**src/ssh_pkg.sv**
```systemverilog
package ssh_pkg;

  localparam int unsigned CLK_MHZ        = 200;
  localparam int unsigned HOLD_TIMEOUT_MS = 2048;
  localparam int unsigned PS_WAIT_MS     = 200;
  localparam int unsigned PULSE_SHORT_US = 100;
  localparam int unsigned PULSE_LONG_US  = 1000;
  localparam int unsigned HOLD_TIMEOUT_CYC = HOLD_TIMEOUT_MS * CLK_MHZ * 1000;
  localparam int unsigned PS_WAIT_CYC    = PS_WAIT_MS * CLK_MHZ * 1000;
  localparam int unsigned PULSE_SHORT_CYC = PULSE_SHORT_US * CLK_MHZ;
  localparam int unsigned PULSE_LONG_CYC = PULSE_LONG_US * CLK_MHZ;

  localparam logic [11:0] OFS_SESSION = 12'h038;
  localparam logic [11:0] OFS_CONFIG  = 12'h03C;
  localparam logic [11:0] OFS_EVENT   = 12'h040;
  localparam logic [11:0] OFS_STATUS  = 12'h044;

  localparam int unsigned HOLD_BIT      = 2;
  localparam int unsigned ACK_BIT       = 7;
  localparam int unsigned POL_BIT       = 5;
  localparam int unsigned LEN_BIT       = 4;
  localparam int unsigned FLAGS_W       = 4;
  localparam int unsigned FRAME_BITS    = 16;
  localparam logic [2:0]  PIN_FUNC_PS   = 3'h5;
  localparam logic [2:0]  SESSION_RST   = 3'h0;
  localparam logic [7:0]  CONFIG_RST    = 8'h00;

  typedef enum {
    ST_IDLE, ST_READY, ST_HOLD, ST_SPI_ON, ST_PS_WAIT, ST_ATTN, ST_RELEASE
  } ssh_state_e;

  typedef struct packed {
    logic       polarity;
    logic       pulseLong;
    logic [2:0] pinFunc;
  } ssh_cfg_s;

  typedef struct packed {
    logic csN;
    logic sclk;
  } ssh_pins_s;

endpackage

```
**src/ssh_sync.sv**
```systemverilog
`timescale 1ns/1ps
module ssh_sync #(
  parameter int unsigned    W       = 2,
  parameter logic [W-1:0]   RST_VAL = '0
) (
  input  wire logic         clk_sys,  // System clock.
  input  wire logic         rst,      // Synchronous reset.
  input  wire logic         ce,       // Clock enable.
  input  wire logic [W-1:0] d,        // Asynchronous inputs.
  output logic      [W-1:0] q         // Synchronised outputs.
);

  logic [W-1:0] stage1_r;

  generate
    if (W < 1) begin : g_chk
      $error("ssh_sync width must be at least one");
    end
    for (genvar i = 0; i < W; i++) begin : g_bit
      always_ff @(posedge clk_sys) begin
        if (rst) begin
          stage1_r[i] <= RST_VAL[i];
          q[i]        <= RST_VAL[i];
        end else if (ce) begin
          stage1_r[i] <= d[i];
          q[i]        <= stage1_r[i];
        end
      end
    end
  endgenerate

endmodule

```
**src/ssh_session.sv**
```systemverilog
// Our own choices: the APB interface to the registers and the placing of the registers.
`timescale 1ns/1ps
module ssh_session #(
  parameter int unsigned TIMEOUT_CYC = ssh_pkg::HOLD_TIMEOUT_CYC,
  parameter int unsigned PS_WAIT_CYC = ssh_pkg::PS_WAIT_CYC,
  parameter int unsigned PULSE_S_CYC = ssh_pkg::PULSE_SHORT_CYC,
  parameter int unsigned PULSE_L_CYC = ssh_pkg::PULSE_LONG_CYC
) (
  input  wire logic        clk_sys,       // System clock, 200 MHz.
  input  wire logic        rst,           // Synchronous reset.
  input  wire logic        ce,            // Clock enable.
  input  wire logic        psel,          // APB select.
  input  wire logic        penable,       // APB enable.
  input  wire logic        pwrite,        // APB direction.
  input  wire logic [11:0] paddr,         // APB byte address.
  input  wire logic [31:0] pwdata,        // APB write data.
  output logic      [31:0] prdata,        // APB read data.
  output logic             pready,        // APB ready.
  output logic             pslverr,       // APB error.
  input  wire logic        csWakeN,       // Select / wake pin.
  input  wire logic        sclk,          // Serial clock pin.
  input  wire logic [3:0]  eventIn,       // Event sources.
  input  wire logic        hostHoldClr,   // Host serial hold clear.
  input  wire logic        hostAckCmd,    // Host serial ack command.
  output logic             readyAttn,     // Ready / attention pin.
  output logic             powerSwitch,   // Power switch enable pin.
  output logic             spiEnable,     // Serial port enable.
  output logic             cpuHold,       // Core hold.
  output logic             frameValid,    // Frame may be served.
  output logic             cmdRun,        // Execute host commands.
  output logic             cmdSkip        // Host commands dropped.
);

  //////////////////////////////////////////////////////////////////////////
  // Parameter checks and pin synchronisers.

  generate
    if (TIMEOUT_CYC < 1 || PS_WAIT_CYC < 1 || PULSE_S_CYC < 1 ||
        PULSE_L_CYC < 1) begin : g_chk
      $error("ssh_session cycle counts must be at least one");
    end
  endgenerate

  ssh_pkg::ssh_pins_s pinSync;
  ssh_pkg::ssh_pins_s pinPrev_r;

  ssh_sync #(
    .W       (2),
    .RST_VAL (2'b10)
  ) u_sync (
    .clk_sys (clk_sys),
    .rst     (rst),
    .ce      (ce),
    .d       ({csWakeN, sclk}),
    .q       (pinSync)
  );

  logic csFall;
  logic csRise;
  logic sclkRise;

  assign csFall   = pinPrev_r.csN & ~pinSync.csN;
  assign csRise   = ~pinPrev_r.csN & pinSync.csN;
  assign sclkRise = ~pinPrev_r.sclk & pinSync.sclk;

  //////////////////////////////////////////////////////////////////////////
  // Register state.

  ssh_pkg::ssh_cfg_s      cfg_r, cfg_nxt;
  logic [1:0]             range_r, range_nxt;
  logic [3:0]             flags_r, flags_nxt;
  logic                   ackPend_r, ackPend_nxt;
  logic                   clkFault_r, clkFault_nxt;
  logic                   contend_r, contend_nxt;
  logic                   frameBad_r, frameBad_nxt;
  logic [4:0]             edgeCnt_r, edgeCnt_nxt;
  logic                   frameValid_nxt;
  logic [31:0]            prdata_nxt;
  logic                   pready_nxt;
  logic                   pslverr_nxt;
  ssh_pkg::ssh_state_e    state_r, state_nxt;
  logic [31:0]            cnt_r, cnt_nxt;
  logic                   hostSess_r, hostSess_nxt;
  logic                   active_r, active_nxt;
  logic                   powerSwitch_nxt;
  logic                   spiEnable_nxt;
  logic                   cpuHold_nxt;
  logic                   cmdRun_nxt;
  logic                   cmdSkip_nxt;
  logic                   readyAttn_nxt;

  logic                   apbWr;
  logic                   apbRd;
  logic                   swHoldSet;
  logic                   swHoldClr;
  logic                   hostClear;
  logic                   attnBusy;

  assign apbWr    = psel & penable & pwrite & pready;
  assign apbRd    = psel & ~penable & ~pwrite;
  assign attnBusy = (state_r == ssh_pkg::ST_ATTN);

  assign swHoldSet = apbWr && paddr == ssh_pkg::OFS_SESSION &&
                     pwdata[ssh_pkg::HOLD_BIT];
  assign swHoldClr = apbWr && paddr == ssh_pkg::OFS_SESSION &&
                     !pwdata[ssh_pkg::HOLD_BIT];
  assign hostClear = (hostHoldClr || swHoldClr) && cpuHold;

  //////////////////////////////////////////////////////////////////////////
  // APB slave and software-visible registers.

  always_comb begin
    cfg_nxt     = cfg_r;
    range_nxt   = range_r;
    ackPend_nxt = ackPend_r;
    flags_nxt   = flags_r;
    pready_nxt  = psel & ~penable;
    pslverr_nxt = 1'b0;
    prdata_nxt  = 32'h0000_0000;
    if (psel && !penable) begin
      case (paddr)
        ssh_pkg::OFS_SESSION: begin
          prdata_nxt[ssh_pkg::HOLD_BIT:0] = {cpuHold, range_r};
        end
        ssh_pkg::OFS_CONFIG: begin
          prdata_nxt[ssh_pkg::POL_BIT:0] = {cfg_r.polarity,
                                            cfg_r.pulseLong, 1'b0,
                                            cfg_r.pinFunc};
        end
        ssh_pkg::OFS_EVENT: begin
          prdata_nxt[ssh_pkg::ACK_BIT] = ackPend_r;
          prdata_nxt[3:0]              = flags_r;
        end
        ssh_pkg::OFS_STATUS: begin
          prdata_nxt[7:0] = {hostSess_r, active_r, spiEnable,
                             contend_r, clkFault_r, powerSwitch,
                             readyAttn, cpuHold};
        end
        default: begin
          pslverr_nxt = 1'b1;
        end
      endcase
      if (!apbRd) begin
        prdata_nxt = 32'h0000_0000;
      end
    end
    if (apbWr) begin
      case (paddr)
        ssh_pkg::OFS_SESSION: begin
          range_nxt = pwdata[1:0];
        end
        ssh_pkg::OFS_CONFIG: begin
          cfg_nxt.polarity  = pwdata[ssh_pkg::POL_BIT];
          cfg_nxt.pulseLong = pwdata[ssh_pkg::LEN_BIT];
          cfg_nxt.pinFunc   = pwdata[2:0];
        end
        ssh_pkg::OFS_EVENT: begin
          if (pwdata[ssh_pkg::ACK_BIT]) begin
            ackPend_nxt = 1'b1;
          end
        end
        default: begin
        end
      endcase
    end
    if (hostAckCmd) begin
      ackPend_nxt = 1'b1;
    end
    // Flags are cleared only when an acknowledged session ends properly.
    if (hostClear && ackPend_r) begin
      flags_nxt   = 4'h0;
      ackPend_nxt = 1'b0;
    end
    if (!active_r && state_r == ssh_pkg::ST_IDLE) begin
      ackPend_nxt = 1'b0;
    end
    flags_nxt = flags_nxt | eventIn;
  end

  always_ff @(posedge clk_sys) begin
    if (rst) begin
      cfg_r     <= ssh_pkg::CONFIG_RST[4:0];
      range_r   <= ssh_pkg::SESSION_RST[1:0];
      ackPend_r <= 1'b0;
      flags_r   <= 4'h0;
      prdata    <= 32'h0000_0000;
      pready    <= 1'b0;
      pslverr   <= 1'b0;
    end else if (ce) begin
      cfg_r     <= cfg_nxt;
      range_r   <= range_nxt;
      ackPend_r <= ackPend_nxt;
      flags_r   <= flags_nxt;
      prdata    <= prdata_nxt;
      pready    <= pready_nxt;
      pslverr   <= pslverr_nxt;
    end
  end

  //////////////////////////////////////////////////////////////////////////
  // Serial frame watcher: clock faults and contention.

  always_comb begin
    edgeCnt_nxt    = edgeCnt_r;
    clkFault_nxt   = clkFault_r;
    contend_nxt    = contend_r;
    frameBad_nxt   = frameBad_r;
    frameValid_nxt = 1'b0;
    if (csFall) begin
      edgeCnt_nxt  = 5'h00;
      frameBad_nxt = attnBusy;
      if (attnBusy) begin
        contend_nxt = 1'b1;
      end else begin
        contend_nxt = 1'b0;
      end
    end else if (!pinSync.csN && sclkRise && edgeCnt_r != 5'h1F) begin
      edgeCnt_nxt = edgeCnt_r + 5'h01;
    end
    if (csRise) begin
      if (edgeCnt_r == 5'h00) begin
        clkFault_nxt = 1'b1;
      end else if (clkFault_r) begin
        if (edgeCnt_r == 5'(ssh_pkg::FRAME_BITS)) begin
          clkFault_nxt = 1'b0;
        end
      end else if (edgeCnt_r == 5'(ssh_pkg::FRAME_BITS) && !frameBad_r &&
                   spiEnable && cpuHold) begin
        frameValid_nxt = 1'b1;
      end
    end
  end

  always_ff @(posedge clk_sys) begin
    if (rst) begin
      pinPrev_r  <= 2'b10;
      edgeCnt_r  <= 5'h00;
      clkFault_r <= 1'b0;
      contend_r  <= 1'b0;
      frameBad_r <= 1'b0;
      frameValid <= 1'b0;
    end else if (ce) begin
      pinPrev_r  <= pinSync;
      edgeCnt_r  <= edgeCnt_nxt;
      clkFault_r <= clkFault_nxt;
      contend_r  <= contend_nxt;
      frameBad_r <= frameBad_nxt;
      frameValid <= frameValid_nxt;
    end
  end

  //////////////////////////////////////////////////////////////////////////
  // Session sequencer.

  always_comb begin
    state_nxt       = state_r;
    cnt_nxt         = cnt_r;
    hostSess_nxt    = hostSess_r;
    active_nxt      = active_r;
    powerSwitch_nxt = powerSwitch;
    spiEnable_nxt   = spiEnable;
    cpuHold_nxt     = cpuHold;
    cmdRun_nxt      = 1'b0;
    cmdSkip_nxt     = 1'b0;
    case (state_r)
      ssh_pkg::ST_IDLE: begin
        active_nxt = 1'b0;
        if (csFall) begin
          spiEnable_nxt = 1'b1;
          active_nxt    = 1'b1;
          hostSess_nxt  = 1'b1;
          state_nxt     = ssh_pkg::ST_READY;
        end else if (flags_r != 4'h0) begin
          spiEnable_nxt = 1'b1;
          hostSess_nxt  = 1'b0;
          state_nxt     = ssh_pkg::ST_SPI_ON;
        end else if (cpuHold) begin
          state_nxt     = ssh_pkg::ST_HOLD;
        end
      end
      ssh_pkg::ST_READY: begin
        active_nxt  = 1'b1;
        cpuHold_nxt = 1'b1;
        cnt_nxt     = 32'h0000_0000;
        state_nxt   = ssh_pkg::ST_HOLD;
      end
      ssh_pkg::ST_SPI_ON: begin
        cnt_nxt = 32'h0000_0000;
        if (cfg_r.pinFunc == ssh_pkg::PIN_FUNC_PS) begin
          powerSwitch_nxt = 1'b1;
          state_nxt       = ssh_pkg::ST_PS_WAIT;
        end else begin
          state_nxt = ssh_pkg::ST_ATTN;
        end
      end
      ssh_pkg::ST_PS_WAIT: begin
        cnt_nxt = cnt_r + 32'h0000_0001;
        if (cnt_r == PS_WAIT_CYC - 1) begin
          cnt_nxt   = 32'h0000_0000;
          state_nxt = ssh_pkg::ST_ATTN;
        end
      end
      ssh_pkg::ST_ATTN: begin
        active_nxt = 1'b1;
        cnt_nxt    = cnt_r + 32'h0000_0001;
        if (cnt_r == (cfg_r.pulseLong ? PULSE_L_CYC : PULSE_S_CYC)) begin
          active_nxt  = 1'b0;
          cpuHold_nxt = 1'b1;
          cnt_nxt     = 32'h0000_0000;
          state_nxt   = ssh_pkg::ST_HOLD;
        end
      end
      ssh_pkg::ST_HOLD: begin
        cnt_nxt = cnt_r + 32'h0000_0001;
        if (hostClear) begin
          cpuHold_nxt = 1'b0;
          active_nxt  = 1'b0;
          cmdRun_nxt  = 1'b1;
          state_nxt   = ssh_pkg::ST_RELEASE;
        end else if (!cpuHold || cnt_r == TIMEOUT_CYC - 1) begin
          cpuHold_nxt = 1'b0;
          active_nxt  = 1'b0;
          cmdSkip_nxt = 1'b1;
          state_nxt   = ssh_pkg::ST_RELEASE;
        end
      end
      ssh_pkg::ST_RELEASE: begin
        spiEnable_nxt   = 1'b0;
        powerSwitch_nxt = 1'b0;
        cnt_nxt         = 32'h0000_0000;
        state_nxt       = ssh_pkg::ST_IDLE;
      end
      default: begin
        state_nxt = ssh_pkg::ST_IDLE;
      end
    endcase
    if (swHoldSet && state_r != ssh_pkg::ST_RELEASE) begin
      cpuHold_nxt = 1'b1;
    end
    readyAttn_nxt = active_nxt ~^ cfg_r.polarity;
  end

  always_ff @(posedge clk_sys) begin
    if (rst) begin
      state_r     <= ssh_pkg::ST_IDLE;
      cnt_r       <= 32'h0000_0000;
      hostSess_r  <= 1'b0;
      active_r    <= 1'b0;
      powerSwitch <= 1'b0;
      spiEnable   <= 1'b0;
      cpuHold     <= 1'b0;
      cmdRun      <= 1'b0;
      cmdSkip     <= 1'b0;
      readyAttn   <= 1'b1;
    end else if (ce) begin
      state_r     <= state_nxt;
      cnt_r       <= cnt_nxt;
      hostSess_r  <= hostSess_nxt;
      active_r    <= active_nxt;
      powerSwitch <= powerSwitch_nxt;
      spiEnable   <= spiEnable_nxt;
      cpuHold     <= cpuHold_nxt;
      cmdRun      <= cmdRun_nxt;
      cmdSkip     <= cmdSkip_nxt;
      readyAttn   <= readyAttn_nxt;
    end
  end

endmodule

```
**config.mk**
```make
export PLATFORM = sky130hd
export DESIGN_NAME = ssh_session
export DESIGN_NICKNAME = d
export VERILOG_FILES = /design/src/ssh_pkg.sv /design/src/ssh_sync.sv /design/src/ssh_session.sv
export SDC_FILE = /design/constraint.sdc
export NUM_CORES = 1
export LEC_CHECK = 0
export ABC_AREA = 0
export BUFFER_PORTS_ARGS = -buffer_cell sky130_fd_sc_hd__buf_2
export CAP_MARGIN = 20
export CORE_UTILIZATION = 50
export DETAILED_ROUTE_END_ITERATION = 12
export PLACE_DENSITY = 0.86
export SETUP_SLACK_MARGIN = 0.1
export SLEW_MARGIN = 40
export SYNTH_ARGS = -nofsm -noshare
export SYNTH_HDL_FRONTEND = slang
export SYNTH_SLANG_ARGS = --single-unit
export TNS_END_PERCENT = 100
```
**constraint.sdc**
```tcl
create_clock -name clk_sys -period 4.65 [get_ports clk_sys]
set_clock_uncertainty 0.2 [all_clocks]
set_input_delay 0.93 -clock clk_sys [delete_from_list [all_inputs] [get_ports clk_sys]]
set_output_delay 0.93 -clock clk_sys [all_outputs]
set_load 0.05 [all_outputs]
```
==> reports/summary.txt <==
Row count -> 33
Post-synth top area cell -> dfxtp_1
RSZ-0062 raised after global routing -> false
Static Leak -> 1.81 nW
Area Overhead vs Synth -> 9.63%
Post-Route Utilization -> 0.575
Clk Latency, worst-skew pair -> 380 ps
Final hold slack -> 267 ps
Main synth FF type -> dfxtp_1
CTS hold repair buffers -> 0
Slew Limit Fails -> 0
Final setup vio count -> 0
Pwr/cell area -> 329 mW/mm2
WS Path Type -> reg -> reg
Post-synth top cells -> 79 x dfxtp_1, 75 x nor2_1, 35 x nand2_1
Initial antenna violation count -> 0
Post-route antenna net violation count -> 0
Top-count cell post-synth -> dfxtp_1
Placer congestion estimate -> 0.943
CP startpoint kind -> register
Register-to-register path setup slack -> 1590 ps
Clock Path Buffers -> 2
Max VDD drop -> 0.185 mV
Post-synthesis cell type count -> 70
Register clock-pin slew on the reported worst setup and hold paths -> 90 ps
Design Area, Final -> 0.00480 mm2
Die X -> 95.6 um
Family with the most delay on the worst path -> compound AO/OA/AOI/OAI gates
Yosys top cell area share -> 0.361
Tot Pwr -> 1.58 mW
Synth Warn # -> 0
Non-filler instance count after layout -> 669
Largest net degree at the start of global routing -> 47
Gate Count Post-Synth -> 519
Final worst slack -> 1590 ps
EDFF count, synth -> 0
Crit Path Max Fanout -> 17
Nets -> 622
Die height -> 95.6 um
DP Worst Slack -> 1430 ps
Worst Path Arrival -> 3130 ps
Number of DRC markers in iteration 0 -> 261
Final Hold Vio Count -> 0
Total gr overflow -> 0
Max-Slew Margin vs Limit -> 0.438
Ranking of synthesized cells by area -> dfxtp_1 36%, nor2_1 6.4%, buf_4 4.1%
N_diodes -> 0
Critical-path cell list -> nor4b_2 -> nand4_1 -> a2111oi_4 -> o22ai_1 -> o31ai_4 -> buf_4 -> nor2_1
Die ar. -> 0.00913 mm2
DRT Pass-1 Iters -> 7
Final HPWL DP -> 7240 um
H-tree depth -> 3
First-pass GRT wire length -> 16800 um
CP max stage cell -> o31ai_4
Crit path time final -> 3060 ps
Cell Area, Placed -> 0.00458 mm2
Synth Cell Area -> 0.00438 mm2
Hold path cells -> 2
# port buffers -> 48
Achievable Freq -> 327 MHz
Cts bufs inserted -> 9
Worst Hold Class -> reg -> reg
Status -> completed
Setup TNS -> 0 ps
Crit path depth -> 7
IO Count -> 99
Initial Util -> 0.525
Sum of buffers and inverters on the critical path -> 1
Post-CTS Setup Inserts -> 0
Worst r2r path cells -> 7
Clock sinks -> 79
Period utilization -> 0.658
Total wire length -> 10200 um
Post-synth ARST share -> 0
Crit. End Element -> register
Layout cells sized above 1 -> 0.167
GRT Util Overall -> 0.237
Worst Tran Pin Value -> 843 ps
Dpl cells -> 652
Core Area -> 0.00834 mm2
DRC Markers -> 0
Syn Area/Cell -> 8.44 um2
CTS tree -> done
#FFs+latches synth -> 79
# resized after CTS -> 0
Total number of vias -> 3973
WL per Instance -> 15.3 um
Root buf cell -> clkbuf_8
Vias in the first global route -> 3761
Slowest stage delay, CP -> 670 ps
Register area share after synthesis -> 0.361
Req. time, crit path -> 4720 ps
MaxCap Viol Count -> 0
Fillers -> 743
Routed vias/inst -> 5.94
==> routing by layer <==
metal,vias to the layer above,part of all wire,global-route usage,wire [um]
met5,-,0,0,0
met4,0,0.017,0.102,177
met3,17,0.056,0.0582,573
met2,138,0.51,0.402,5220
met1,1898,0.42,0.284,4260
li1,1920,-,-,-
==> cell families (layout without fill, tap and decap cells) <==
kind of cell,count (synthesis),after routing,share of synthesized area
xor+xnor,26,26,0.0520
buf+inv,61,83,0.0780
mux,14,14,0.0320
compound gates,85,85,0.152
simple gates,248,248,0.310
flops,79,79,0.361
fa+ha+maj,5,5,0.0143
other cells,1,24,0.000857
==> state kept, by name, summed over array words and instances (netlist names), 2 cells and up, named ones only <==
register / flops
state_r: 3
u_sync.q: 2
edgeCnt_r: 5
cnt_r: 32
flags_r: 4
range_r: 2
pinPrev_r: 2
prdata: 8
cfg_r: 5
u_sync.stage1_r: 2
==> tightest hold or removal path: cells and delay by family (launching register included) <==
kind | cells | cell delay [ps]
flops | 1 | 320
compound gates | 1 | 50
simple gates | 1 | 60
==> path summary, 6_finish.rpt <==
path,startpoint,to
worst max-delay path,cnt_r[14]$_SDFFE_PP0P_,cnt_r[23]$_SDFFE_PP0P_
worst min-delay path,cmdSkip$_SDFFE_PP0P_,cmdSkip$_SDFFE_PP0P_
worst max register to register,cnt_r[14]$_SDFFE_PP0P_,cnt_r[23]$_SDFFE_PP0P_
worst min register to register,cmdSkip$_SDFFE_PP0P_,cmdSkip$_SDFFE_PP0P_
==> cell type report <==
type                            count  area, um2  area share
Clock buffer                       11        151      0.0315
Clock inverter                      5       62.6      0.0130
Inverter                           13       48.8      0.0102
Multi-Input combinational cell    402       2540       0.529
Sequential cell                    79       1580       0.330
Tap cell                          105        131      0.0274
Timing Repair Buffer               54        283      0.0589
==> where the power goes <==
part | leakage [nW] | switching (mW) | internal, mW
sequential | 0.640 | 0.0469 | 0.699
combinational | 1.06 | 0.195 | 0.0861
clock | 0.103 | 0.271 | 0.281
==> layout by cell type (no fill, tap or decap), types with 5 or more instances in the layout <==
master,count
dfxtp_1,79
nor2_1,75
buf_2,49
nand2_1,35
conb_1,24
nand3_1,22
a21oi_1,20
nand4_1,18
xor2_1,17
nor4_1,14
mux2i_1,14
inv_1,13
and3_1,13
clkbuf_8,11
a22oi_1,10
nor3_1,9
xnor2_1,9
nor2b_1,7
or2_2,7
nor3b_1,6
and4_1,5
o211ai_1,5
and2_1,5
ha_1,5
buf_4,5
Note: power is estimated with default switching activity, not from simulation.
